**config.mk**
```make
export PLATFORM = sky130hd
export DESIGN_NAME = sdm_serial_dma
export DESIGN_NICKNAME = d
export VERILOG_FILES = /design/src/hw/sdm_serial_dma.v
export VERILOG_INCLUDE_DIRS = /design/src /design/src/hw
export SDC_FILE = /design/constraint.sdc
export NUM_CORES = 1
export LEC_CHECK = 0
export ABC_CLOCK_PERIOD_IN_PS = 20200
export BUFFER_PORTS_ARGS = -buffer_cell sky130_fd_sc_hd__buf_2
export CAP_MARGIN = 30
export CORE_UTILIZATION = 50
export CTS_CLUSTER_DIAMETER = 60
export DETAILED_ROUTE_END_ITERATION = 10
export PLACE_DENSITY_LB_ADDON = 0.12
export REMOVE_ABC_BUFFERS = 1
export SETUP_SLACK_MARGIN = 0.2
export SLEW_MARGIN = 20
export SYNTH_ARGS = -nofsm -noshare
export SYNTH_HDL_FRONTEND = slang
export SYNTH_SLANG_ARGS = --single-unit
```
**constraint.sdc**
```tcl
create_clock -name clock -period 20.2 [get_ports clock]
set_input_delay 6.06 -clock clock [delete_from_list [all_inputs] [get_ports clock]]
set_output_delay 6.06 -clock clock [all_outputs]
set_load 0.05 [all_outputs]
```
**src/hw/sdm_consts.vh**
```
// Constants for the serial DMA bus-master block
// Summary of operation
// - Fourteen channels: eight serial, six secondary/SPI
// - Each channel fixed to one direction
// - External target needs both buses; internal one
// - Per-channel function code, one of sixteen
// - Per-channel big or little endian order
// - Bus error sets event, captures address
// - Bus error halts processor until reset command
// - All channels share one arbitration ID
// - One operand, up to a long word, per bus tenure
// - Characters written singly; reads always long
// - Narrow port splits operand into cycles
// - Whole operand moved back to back
// - Yield to higher master, then resume
// - No arbitration overhead unless core enabled and an external master holds the bus
// - External request/grant pins left untouched
// - Bus clear asserted on request when enabled
// - Bus clear only if ID above threshold
// - Bus clear negated during memory access
// - Programmable priority; steal from independent DMA
// - Slave mode still steals from independent DMA
// - ID zero lowest, seven highest
// - Status bits sticky, write one clears
// - Service level above mask withholds request
// - Error address read-only 32-bit
`ifndef SDM_CONSTS_VH
`define SDM_CONSTS_VH
`define SDM_NUM_CH 14
`define SDM_CH_W 4
`define SDM_ADDR_CFG 4'h0
`define SDM_ADDR_STAT 4'h1
`define SDM_ADDR_ERRA 4'h2
`define SDM_ADDR_CMD 4'h3
`define SDM_ADDR_CHFC 4'h4
`define SDM_CFG_RESET 16'h0000
`define SDM_CFG_SISM_LSB 8
`define SDM_CFG_SAID_LSB 4
`define SDM_CFG_FRZ_LSB 13
`define SDM_CFG_INTE 1
`define SDM_CFG_INTB 0
`define SDM_STAT_SBER 1
`define SDM_STAT_SBKP 0
`define SDM_STAT_RINT 2
`define SDM_CMD_RESET 0
`define SDM_SIZE_BYTE 2'h1
`define SDM_SIZE_WORD 2'h2
`define SDM_SIZE_LONG 2'h0
`define SDM_PORT_8 2'h1
`define SDM_PORT_16 2'h2
`define SDM_PORT_32 2'h0
`endif

```
**src/hw/sdm_serial_dma.v**
```verilog
// Serial DMA bus master: arbitration, operand sequencing, errors
`include "sdm_consts.vh"
module sdm_serial_dma
(
   input wire clock,
   input wire rst,
   input wire clk_en,
   // Register port
   input wire [3:0] reg_addr,
   input wire [31:0] reg_wdata,
   input wire reg_wr,
   input wire reg_rd,
   output reg [31:0] reg_rdata,
   // Per-channel requests from the serial controllers, fixed direction
   input wire [13:0] ch_req,
   input wire [13:0] ch_is_rx,
   input wire [13:0] ch_ext,
   input wire [31:0] ch_addr_flat,
   input wire [1:0] ch_size,
   input wire [31:0] ch_wdata,
   output wire [13:0] ch_ack,
   output reg [31:0] ch_rdata,
   // Internal module bus arbitration
   input wire [2:0] other_id,
   input wire other_req,
   input wire independent_dma_master,
   input wire [2:0] independent_dma_id,
   input wire [2:0] int_service_level,
   input wire ext_master_holds,
   input wire ext_bus_avail,
   input wire core_enabled,
   input wire show_cycles,
   output wire bus_req,
   output wire steal,
   // Bus cycle
   output reg cyc_valid,
   output reg [31:0] cyc_addr,
   output reg [31:0] cyc_wdata,
   output reg cyc_write,
   output reg [3:0] cyc_fc,
   output reg cyc_ext,
   output reg cyc_show,
   input wire cyc_done,
   input wire cyc_berr,
   input wire [1:0] cyc_port,
   input wire [31:0] cyc_rdata,
   input wire breakpoint,
   // Bus clear
   input wire bus_clear_enable,
   input wire [2:0] bus_clear_threshold_id,
   output reg bus_clear_out,
   output wire communication_processor_halted
);

   // ----------------------------------------------------------
   // Synchronisers for pin-level inputs
   // ----------------------------------------------------------
   reg ext_hold_s1_q;
   reg ext_hold_q;
   reg brk_s1_q;
   reg brk_q;
   // Two-flop capture of external-master hold and breakpoint
   always @(posedge clock or posedge rst)
   begin
      if (rst)
      begin
         ext_hold_s1_q <= 1'b0;
         ext_hold_q <= 1'b0;
         brk_s1_q <= 1'b0;
         brk_q <= 1'b0;
      end
      else if (clk_en)
      begin
         ext_hold_s1_q <= ext_master_holds;
         ext_hold_q <= ext_hold_s1_q;
         brk_s1_q <= breakpoint;
         brk_q <= brk_s1_q;
      end
   end

   // ----------------------------------------------------------
   // Registers
   // ----------------------------------------------------------
   reg [15:0] cfg_q;         // Configuration
   reg [2:0] stat_q;         // Sticky events
   reg [31:0] err_addr_q;    // Faulting address
   reg halt_q;               // Processor halted
   reg [3:0] fc_mem_q [0:13]; // Per-channel function code
   reg endian_mem_q [0:13];  // Per-channel little endian
   wire [2:0] said = cfg_q[`SDM_CFG_SAID_LSB+2:`SDM_CFG_SAID_LSB];
   wire [2:0] sism = cfg_q[`SDM_CFG_SISM_LSB+2:`SDM_CFG_SISM_LSB];
   wire freeze_sel = cfg_q[`SDM_CFG_FRZ_LSB+1];

   // ----------------------------------------------------------
   // State machine
   // ----------------------------------------------------------
   localparam ST_IDLE = 4'b0001;
   localparam ST_ARB = 4'b0010;
   localparam ST_CYC = 4'b0100;
   localparam ST_YIELD = 4'b1000;
   reg [3:0] state_q;
   reg [3:0] ch_q;           // Channel in service
   reg [31:0] addr_q;        // Next byte address
   reg [31:0] data_q;        // Operand being moved
   reg [2:0] left_q;         // Bytes outstanding
   reg write_q;
   reg [13:0] ack_q;

   // Picks lowest pending channel
   function [3:0] pick;
      input [13:0] r;
      integer i;
      begin
         pick = 4'h0;
         for (i = 13; i >= 0; i = i - 1)
            if (r[i])
               pick = i[3:0];
      end
   endfunction

   // Bytes a port moves per cycle
   function [2:0] port_bytes;
      input [1:0] p;
      begin
         case (p)
            `SDM_PORT_8: port_bytes = 3'h1;
            `SDM_PORT_16: port_bytes = 3'h2;
            default: port_bytes = 3'h4;
         endcase
      end
   endfunction

   // Bytes in an operand
   function [2:0] op_bytes;
      input [1:0] s;
      input w;
      begin
         if (!w)
            op_bytes = 3'h4;
         else if (s == `SDM_SIZE_BYTE)
            op_bytes = 3'h1;
         else if (s == `SDM_SIZE_WORD)
            op_bytes = 3'h2;
         else
            op_bytes = 3'h4;
      end
   endfunction

   // Byte swap for little-endian channels
   function [31:0] swap;
      input [31:0] d;
      input le;
      begin
         swap = le ? {d[7:0], d[15:8], d[23:16], d[31:24]} : d;
      end
   endfunction

   // ----------------------------------------------------------
   // Arbitration
   // ----------------------------------------------------------
   wire any_req = |ch_req;
   wire svc_block = int_service_level > sism;
   // higher id wins; one shared id
   wire higher_other = other_req && (other_id > said);
   wire want = !halt_q && !svc_block && !freeze_sel &&
      (state_q != ST_IDLE || any_req);
   // external target also needs the external bus
   wire bus_ok = !higher_other && (!cyc_ext || ext_bus_avail);
   // no overhead when nobody holds the external bus
   wire fast = (core_enabled ? !ext_hold_q : 1'b1);
   assign bus_req = want;
   // steal cycles from a lower independent DMA
   assign steal = want && independent_dma_master &&
      (said > independent_dma_id);
   // external request/grant pins are not driven here
   assign ch_ack = ack_q;
   assign communication_processor_halted = halt_q;

   wire [2:0] step = port_bytes(cyc_port);
   wire [2:0] take = (step > left_q) ? left_q : step;
   // Only the lanes a narrow port drives carry read data
   wire [31:0] rd_mask = (take == 3'h1) ? 32'h000000ff :
      (take == 3'h2) ? 32'h0000ffff : 32'hffffffff;

   // Main sequencer
   always @(posedge clock or posedge rst)
   begin
      if (rst)
      begin
         state_q <= ST_IDLE;
         ch_q <= 4'h0;
         addr_q <= 32'h0;
         data_q <= 32'h0;
         left_q <= 3'h0;
         write_q <= 1'b0;
         ack_q <= 14'h0;
         cyc_valid <= 1'b0;
         cyc_addr <= 32'h0;
         cyc_wdata <= 32'h0;
         cyc_write <= 1'b0;
         cyc_fc <= 4'h0;
         cyc_ext <= 1'b0;
         cyc_show <= 1'b0;
         ch_rdata <= 32'h0;
         halt_q <= 1'b0;
         err_addr_q <= 32'h0;
      end
      else if (clk_en)
      begin
         ack_q <= 14'h0;
         if (reg_wr && reg_addr == `SDM_ADDR_CMD &&
            reg_wdata[`SDM_CMD_RESET])
         begin
            // only the reset command clears the halt
            halt_q <= 1'b0;
            state_q <= ST_IDLE;
            cyc_valid <= 1'b0;
         end
         else
         case (state_q)
            ST_IDLE:
            begin
               if (want)
               begin
                  // channel picks its own fixed direction
                  ch_q <= pick(ch_req);
                  write_q <= ch_is_rx[pick(ch_req)];
                  addr_q <= ch_addr_flat;
                  data_q <= swap(ch_wdata, endian_mem_q[pick(ch_req)]);
                  left_q <= op_bytes(ch_size, ch_is_rx[pick(ch_req)]);
                  cyc_ext <= ch_ext[pick(ch_req)];
                  state_q <= ST_ARB;
               end
            end
            ST_ARB:
            begin
               if (!want)
                  state_q <= ST_YIELD;
               else if (bus_ok && fast)
               begin
                  cyc_valid <= 1'b1;
                  cyc_addr <= addr_q;
                  cyc_wdata <= data_q;
                  cyc_write <= write_q;
                  cyc_fc <= fc_mem_q[ch_q];
                  // internal access visible only in show mode
                  cyc_show <= !cyc_ext && show_cycles;
                  state_q <= ST_CYC;
               end
            end
            ST_CYC:
            begin
               if (cyc_berr)
               begin
                  err_addr_q <= cyc_addr;
                  halt_q <= 1'b1;
                  cyc_valid <= 1'b0;
                  state_q <= ST_IDLE;
               end
               else if (cyc_done)
               begin
                  cyc_valid <= 1'b0;
                  addr_q <= addr_q + {29'h0, take};
                  data_q <= write_q ? (data_q << {take, 3'h0}) :
                     ((data_q << {take, 3'h0}) |
                     (cyc_rdata & rd_mask));
                  left_q <= left_q - take;
                  if (left_q == take)
                  begin
                     ack_q[ch_q] <= 1'b1;
                     // reassembled operand goes to the channel
                     ch_rdata <= swap((data_q << {take, 3'h0}) |
                        (cyc_rdata & rd_mask), endian_mem_q[ch_q]);
                     state_q <= ST_IDLE;
                  end
                  // continue back to back unless preempted
                  else if (higher_other || !want)
                     state_q <= ST_YIELD;
                  else
                     state_q <= ST_ARB;
               end
            end
            ST_YIELD:
            begin
               // rearbitrate once the other master leaves
               if (!higher_other && want)
                  state_q <= ST_ARB;
            end
            default:
               state_q <= ST_IDLE;
         endcase
      end
   end

   // ----------------------------------------------------------
   // Bus clear output
   // ----------------------------------------------------------
   // Drives bus clear from request and threshold
   always @(posedge clock or posedge rst)
   begin
      if (rst)
         bus_clear_out <= 1'b0;
      else if (clk_en)
         // request, id above threshold, not accessing
         bus_clear_out <= bus_clear_enable && want &&
            (said > bus_clear_threshold_id) && state_q != ST_CYC;
   end

   // ----------------------------------------------------------
   // Register writes and status
   // ----------------------------------------------------------
   integer k;
   // Configuration, status and function code storage
   always @(posedge clock or posedge rst)
   begin
      if (rst)
      begin
         cfg_q <= `SDM_CFG_RESET;
         stat_q <= 3'h0;
         for (k = 0; k < `SDM_NUM_CH; k = k + 1)
         begin
            fc_mem_q[k] <= 4'h0;
            endian_mem_q[k] <= 1'b0;
         end
      end
      else if (clk_en)
      begin
         if (reg_wr && reg_addr == `SDM_ADDR_CFG)
            cfg_q <= reg_wdata[15:0] & 16'h6773;
         if (reg_wr && reg_addr == `SDM_ADDR_CHFC &&
            reg_wdata[11:8] < 4'he)
         begin
            // endian bit beside the function code
            fc_mem_q[reg_wdata[11:8]] <= reg_wdata[3:0];
            endian_mem_q[reg_wdata[11:8]] <= reg_wdata[4];
         end
         // write one clears, event set wins
         stat_q <= (stat_q & ~((reg_wr && reg_addr == `SDM_ADDR_STAT) ?
            reg_wdata[2:0] : 3'h0)) |
            {1'b0, (state_q == ST_CYC && cyc_berr),
            (state_q == ST_CYC && brk_q)};
      end
   end

   // ----------------------------------------------------------
   // Read data, one cycle after the strobe
   // ----------------------------------------------------------
   // Registered read mux
   always @(posedge clock or posedge rst)
   begin
      if (rst)
         reg_rdata <= 32'h0;
      else if (clk_en)
      begin
         reg_rdata <= 32'h0;
         if (reg_rd)
            case (reg_addr)
               `SDM_ADDR_CFG: reg_rdata <= {16'h0, cfg_q};
               `SDM_ADDR_STAT: reg_rdata <= {29'h0, stat_q};
               `SDM_ADDR_ERRA: reg_rdata <= err_addr_q;
               `SDM_ADDR_CMD: reg_rdata <= {31'h0, halt_q};
               default: reg_rdata <= 32'h0;
            endcase
      end
   end

endmodule // sdm_serial_dma

```
# After elaboration in Yosys (flattened, before gate mapping)
# Cells that the tools add are included.
[totals] out_inout_bits=154 ff_bits=347 input_bits=205
[classes] eq_ne=26 n_reduce_logical=49 addsub=2 order_cmp=13 muxes=89 shift=1 n_bitwise=10
[ops] op="32-bit 2-to-1 mux" n=12
[ops] op="32-bit one-hot mux with 2 select lines" n=2
[ops] op="32-bit one-hot mux with 4 select lines" n=1
[ops] op="4-bit 2-to-1 mux" n=30
[ops] op="14-bit 2-to-1 mux" n=5
[ops] op="56-bit bitwise mux" n=1
[ops] op="32-bit by 3-bit adder with 32-bit output" n=1
[ops] op="32-bit bitwise AND" n=1
[ops] op="32-bit bitwise OR" n=1
[ops] op="32-bit by 6-bit left shift with 32-bit output" n=1
[ops] op="3-bit 2-to-1 mux" n=8
[ops] op="1-bit logical AND" n=23
[ops] op="1-bit 2-to-1 mux" n=17
[ops] op="1-bit binary-select mux with 4-bit select" n=4
[ops] op="4-bit binary-select mux with 4-bit select" n=1
[ops] op="4-bit demux with 4-bit select" n=1
[ops] op="4-bit one-hot mux with 4 select lines" n=1
[ops] op="5-bit greater-or-equal comparator (second input constant)" n=3
[ops] op="3-bit greater-than comparator" n=5
[ops] op="4-bit inverter with 5-bit output" n=3
[ops] op="5-bit AND reduction" n=3
[ops] op="14-bit bitwise mux" n=1
[ops] op="14-bit OR reduction" n=1
[ops] op="4-bit by 2-bit == test with 1-bit output (second input constant)" n=3
[ops] op="34 further kinds" n=61

# Longest topological paths before layout
[depth] depth_word=25 mapped_depth=20 mapped_depth_nobuf=18

# Worst setup path after synthesis
# Ideal clock, no wire load.
[synth_path] path_kind="input -> output" from="input port int_service_level[1]" to="output port steal" stages=6 arrival_ns=8.133 slack_ns=6.007 required_time_ns=14.140 path_cell_list="ha_1 > nor2b_1 > o21ai_0 > a32oi_1 > or2_2 > nor3_1"
[synth_via] elab_chain_cells=7
[synth_rtl] item="start, declared" line="sdm_serial_dma.v:28" rtl="input wire [2:0] int_service_level,"
[synth_rtl] item="3-bit greater-than comparator" line="sdm_serial_dma.v:162" rtl="wire svc_block = int_service_level > sism;"
[synth_rtl] item="1-bit logical NOT" line="sdm_serial_dma.v:165" rtl="wire want = !halt_q && !svc_block && !freeze_sel &&"
[synth_rtl] item="1-bit logical AND (3 in series)" line="sdm_serial_dma.v:165"
[synth_rtl] item="1-bit logical AND (2 in series)" line="sdm_serial_dma.v:173" rtl="assign steal = want && independent_dma_master &&"
[synth_rtl] item="end, declared" line="sdm_serial_dma.v:34" rtl="output wire steal,"
# No other way between the ends.

# Worst setup path after layout
[layout_path] from="input port ch_req[7]" to="output port bus_req"
[layout_via] elab_chain_cells=3
[layout_rtl] item="start, declared" line="sdm_serial_dma.v:15" rtl="input wire [13:0] ch_req,"
[layout_rtl] item="14-bit OR reduction" line="sdm_serial_dma.v:161" rtl="wire any_req = |ch_req;"
[layout_rtl] item="1-bit logical OR" line="sdm_serial_dma.v:166" rtl="(state_q != ST_IDLE || any_req);"
[layout_rtl] item="1-bit logical AND" line="sdm_serial_dma.v:165"
[layout_rtl] item="end, declared" line="sdm_serial_dma.v:33" rtl="output wire bus_req,"
# No other way between the ends.

==> flow_summary_export.csv <==
group,metric,value,unit
run_status,status,"complete, no violations",
global_routing,grt_first_pass_wirelength,84.2,mm
clocking,cts_root_buffer,"clkbuf_16",
die,ioPinCount,359,
timing,slew_violations,0,
route,routed_via_density,5.93,
clocking,cts_hold_buf,0,
global_routing,grt_usage,0.286,
min_path,hp-class,"register to register",
timing,period_share,0.685,
worst_setup_path,arrival,7.78,ns
timing,fin_worst_skew,0.0222,ns
die,die_x,194,um
cells_and_area,drive_gt1_frac,0.327,
global_routing,grt_pass1_vias,15000,
worst_setup_path,path_max_fanout,5,
worst_setup_path,r2r_slack,15.26,ns
die,initial_core_util,0.512,
synthesis,synth-seq-cells,347,
cells_and_area,fin_area,22000,um2
die,core,35800,um2
synthesis,synth_area,18400,um2
timing,finalCriticalPeriod,13.84,ns
cells_and_area,syn2layout_area_growth,19.7,%
cells_and_area,layout_common_cells,"345 x dfrtp_1, 341 x buf_2, 202 x mux2_2",
timing,finalHoldViolations,0,
synthesis,synth_edf_count,0,
cells_and_area,final_common_cell,"dfrtp_1",
clocking,clock_latency,0.55,ns
clocking,cts_setup_buffers,0,
timing,holdWs,0.476,ns
synthesis,avgSynthCellArea,10.5,um2
min_path,hold_end,"ch_rdata[9]",
route,first_pass_iters,5,
route,dr.first_iter.drc_count,1082,
placed_design,gp_congestion,0.884,
min_path,hold_start,"ch_rdata[9]",
synthesis,ys_seq_area_frac,0.473,
route,antenna_left,0,
pwr,power,2.84,mW
synthesis,ys.flop_type,"dfrtp_1",
clocking,cts_tree,"done",
timing,max_freq,0.0723,GHz
timing,slew_headroom,0.364,
pwr,ir_worst_vdd,0.0700,mV
clocking,clk_pin_slew,0.06,ns
timing,tns,0,ns
global_routing,grt_max_degree,125,
worst_setup_path,critPathKind,"primary input to output port",
die,dieArea,37500,um2
timing,grt_setup_unrepaired,"no",
timing,worst_slack,6.36,ns
die,die_h,194,um
pwr,powerDensity,129,nW/um2
clocking,cts_resized,0,
global_routing,antenna_found_initial,11,
cells_and_area,nFillCells,3005,
worst_setup_path,worstRegToRegCells,14,
placed_design,pre_cts_slack,6.36,ns
synthesis,synth_top_area_cell,"dfrtp_1",
global_routing,grt_use_met3,0.0508,
synthesis,synth_area_leaders,"dfrtp_1 47%, mux2_2 12%, mux2i_1 4.9%, o21ai_0 3.9%, a21oi_1 3.4%",
synthesis,synth_cell_types,78,
placed_design,hpwlAfterDp,37.6,mm
route,vias,15100,
clocking,clock_path_buffers,3,
global_routing,overflow,0,
cells_and_area,seq_area,8690,um2
route,wl_per_cell,21.0,um
cells_and_area,final_nets,2283,
clocking,clkSinkCount,347,
die,rows,69,
synthesis,yosysWarnings,0,
clocking,cts_buffers,41,
worst_setup_path,start_kind,"primary input",
global_routing,busiest_layer,"met2",
synthesis,synth_top_area_share,0.472,
flow_run,max_cap_violations,0,
placed_design,port-buffer-count,339,
global_routing,grtUsageMet2,0.452,
pwr,p_leak,10.6,nW
synthesis,synth_async_sr_flop_share,1.00,
worst_setup_path,r2r_start,"left_q[2]",
worst_setup_path,cp.required,14.14,ns
min_path,holdPathStages,2,
route,wirelength,53.6,mm
worst_setup_path,cp-end-kind,"output port",
synthesis,syn_inst,1741,
global_routing,use_met1,0.393,
route,drc,0,
clocking,h-tree-depth,2,
timing,setup_viol,0,
cells_and_area,multi_input_area,8880,um2
timing,worst_slew_pin_slew,0.954,ns
worst_setup_path,r2r-end,"addr_q[31]",
placed_design,dpl_cell_area,20500,um2
## critical path: stages
cell and delay (ns):
buf_2 0.11, nor4_1 0.49, nand2_1 0.27, o31ai_4 0.32, or2_2 0.24, inv_2 0.07, buf_2 0.22
## sequential cells by signal, summed over array words and instances, names as in the netlist, 3 cells and up
name and flops:
fc_mem_q 56, addr_q 32, ch_rdata 32, cyc_addr 32, cyc_wdata 32, data_q 32
err_addr_q 32, reg_rdata 32, ch_ack 14, endian_mem_q 14, cfg_q 10, ch_q 4
cyc_fc 4, state_q 4, left_q 3, stat_q 3
## routing by layer
layer  vias up  part of all wire
met5         -           0.00076
met4         6             0.030
met3       117             0.073
met2       613              0.46
met1      7422              0.43
li1       6982                 -
## cells by family after synthesis
logic type      share of synthesized area
compound gates                      0.156
xor+xnor                          0.00191
buf+inv                            0.0450
flops                               0.473
mux                                 0.212
simple gates                       0.0940
fa+ha+maj                          0.0185
## where the power goes
group,leakage (nW),internal (mW),switching (mW)
Sequential,4.57,0.848,0.179
Clock,0.671,0.463,0.298
Combinational,5.36,0.371,0.678
## Yosys cell counts (3+ instances only)
library cell,number
clkbuf_1,73
o22ai_1,47
nor2_1,71
ha_1,24
mux2_2,202
o21a_1,3
mux2_1,15
a211oi_1,17
a21boi_0,10
mux2i_1,90
buf_2,7
nor2b_1,8
nand4_1,4
nand2_1,145
nor4b_1,3
nand3_1,52
nand3b_1,6
and4_1,8
o21ai_0,142
nor4_1,6
a32oi_1,3
o22a_1,8
buf_6,7
dfrtp_1,346
a2111oi_0,8
mux4_2,24
a32o_1,5
a21oi_1,126
inv_1,99
nand2b_1,10
nor3_1,16
or2_2,6
or3_1,7
a21o_1,15
a22o_1,4
o211ai_1,10
a2bb2oi_1,20
and3_1,11
a31oi_1,23
buf_1,12
## area by class of cell
type,instances,area share
Timing Repair Buffer,368,0.0927
Clock inverter,11,0.00791
Inverter,103,0.0179
Multi-Input combinational cell,1191,0.404
Tap cell,461,0.0262
Sequential cell,347,0.395
Clock buffer,60,0.0546
Antenna cell,10,0.00114
## worst max-delay path by stage
stage,start,end,slack [ns],depth (start not counted)
global placement,int_service_level[1],steal,6.39,8
global route,ch_req[3],bus_req,6.20,7
floorplan,rst,addr_q[0],4.52,1
finish,ch_req[7],bus_req,6.36,7
CTS,int_service_level[1],steal,6.35,8
detailed placement,int_service_level[1],steal,6.36,8
## through the flow
stage / std cells / utilization
2_1_floorplan: 1641 / -
3_3_place_gp: 2458 / 0.568
3_5_place_dp: 2467 / 0.572
4_1_cts: 2538 / 0.611
5_1_grt: 2548 / 0.613
6_report: 2551 / 0.613
Power figures use the tool's default switching activity.
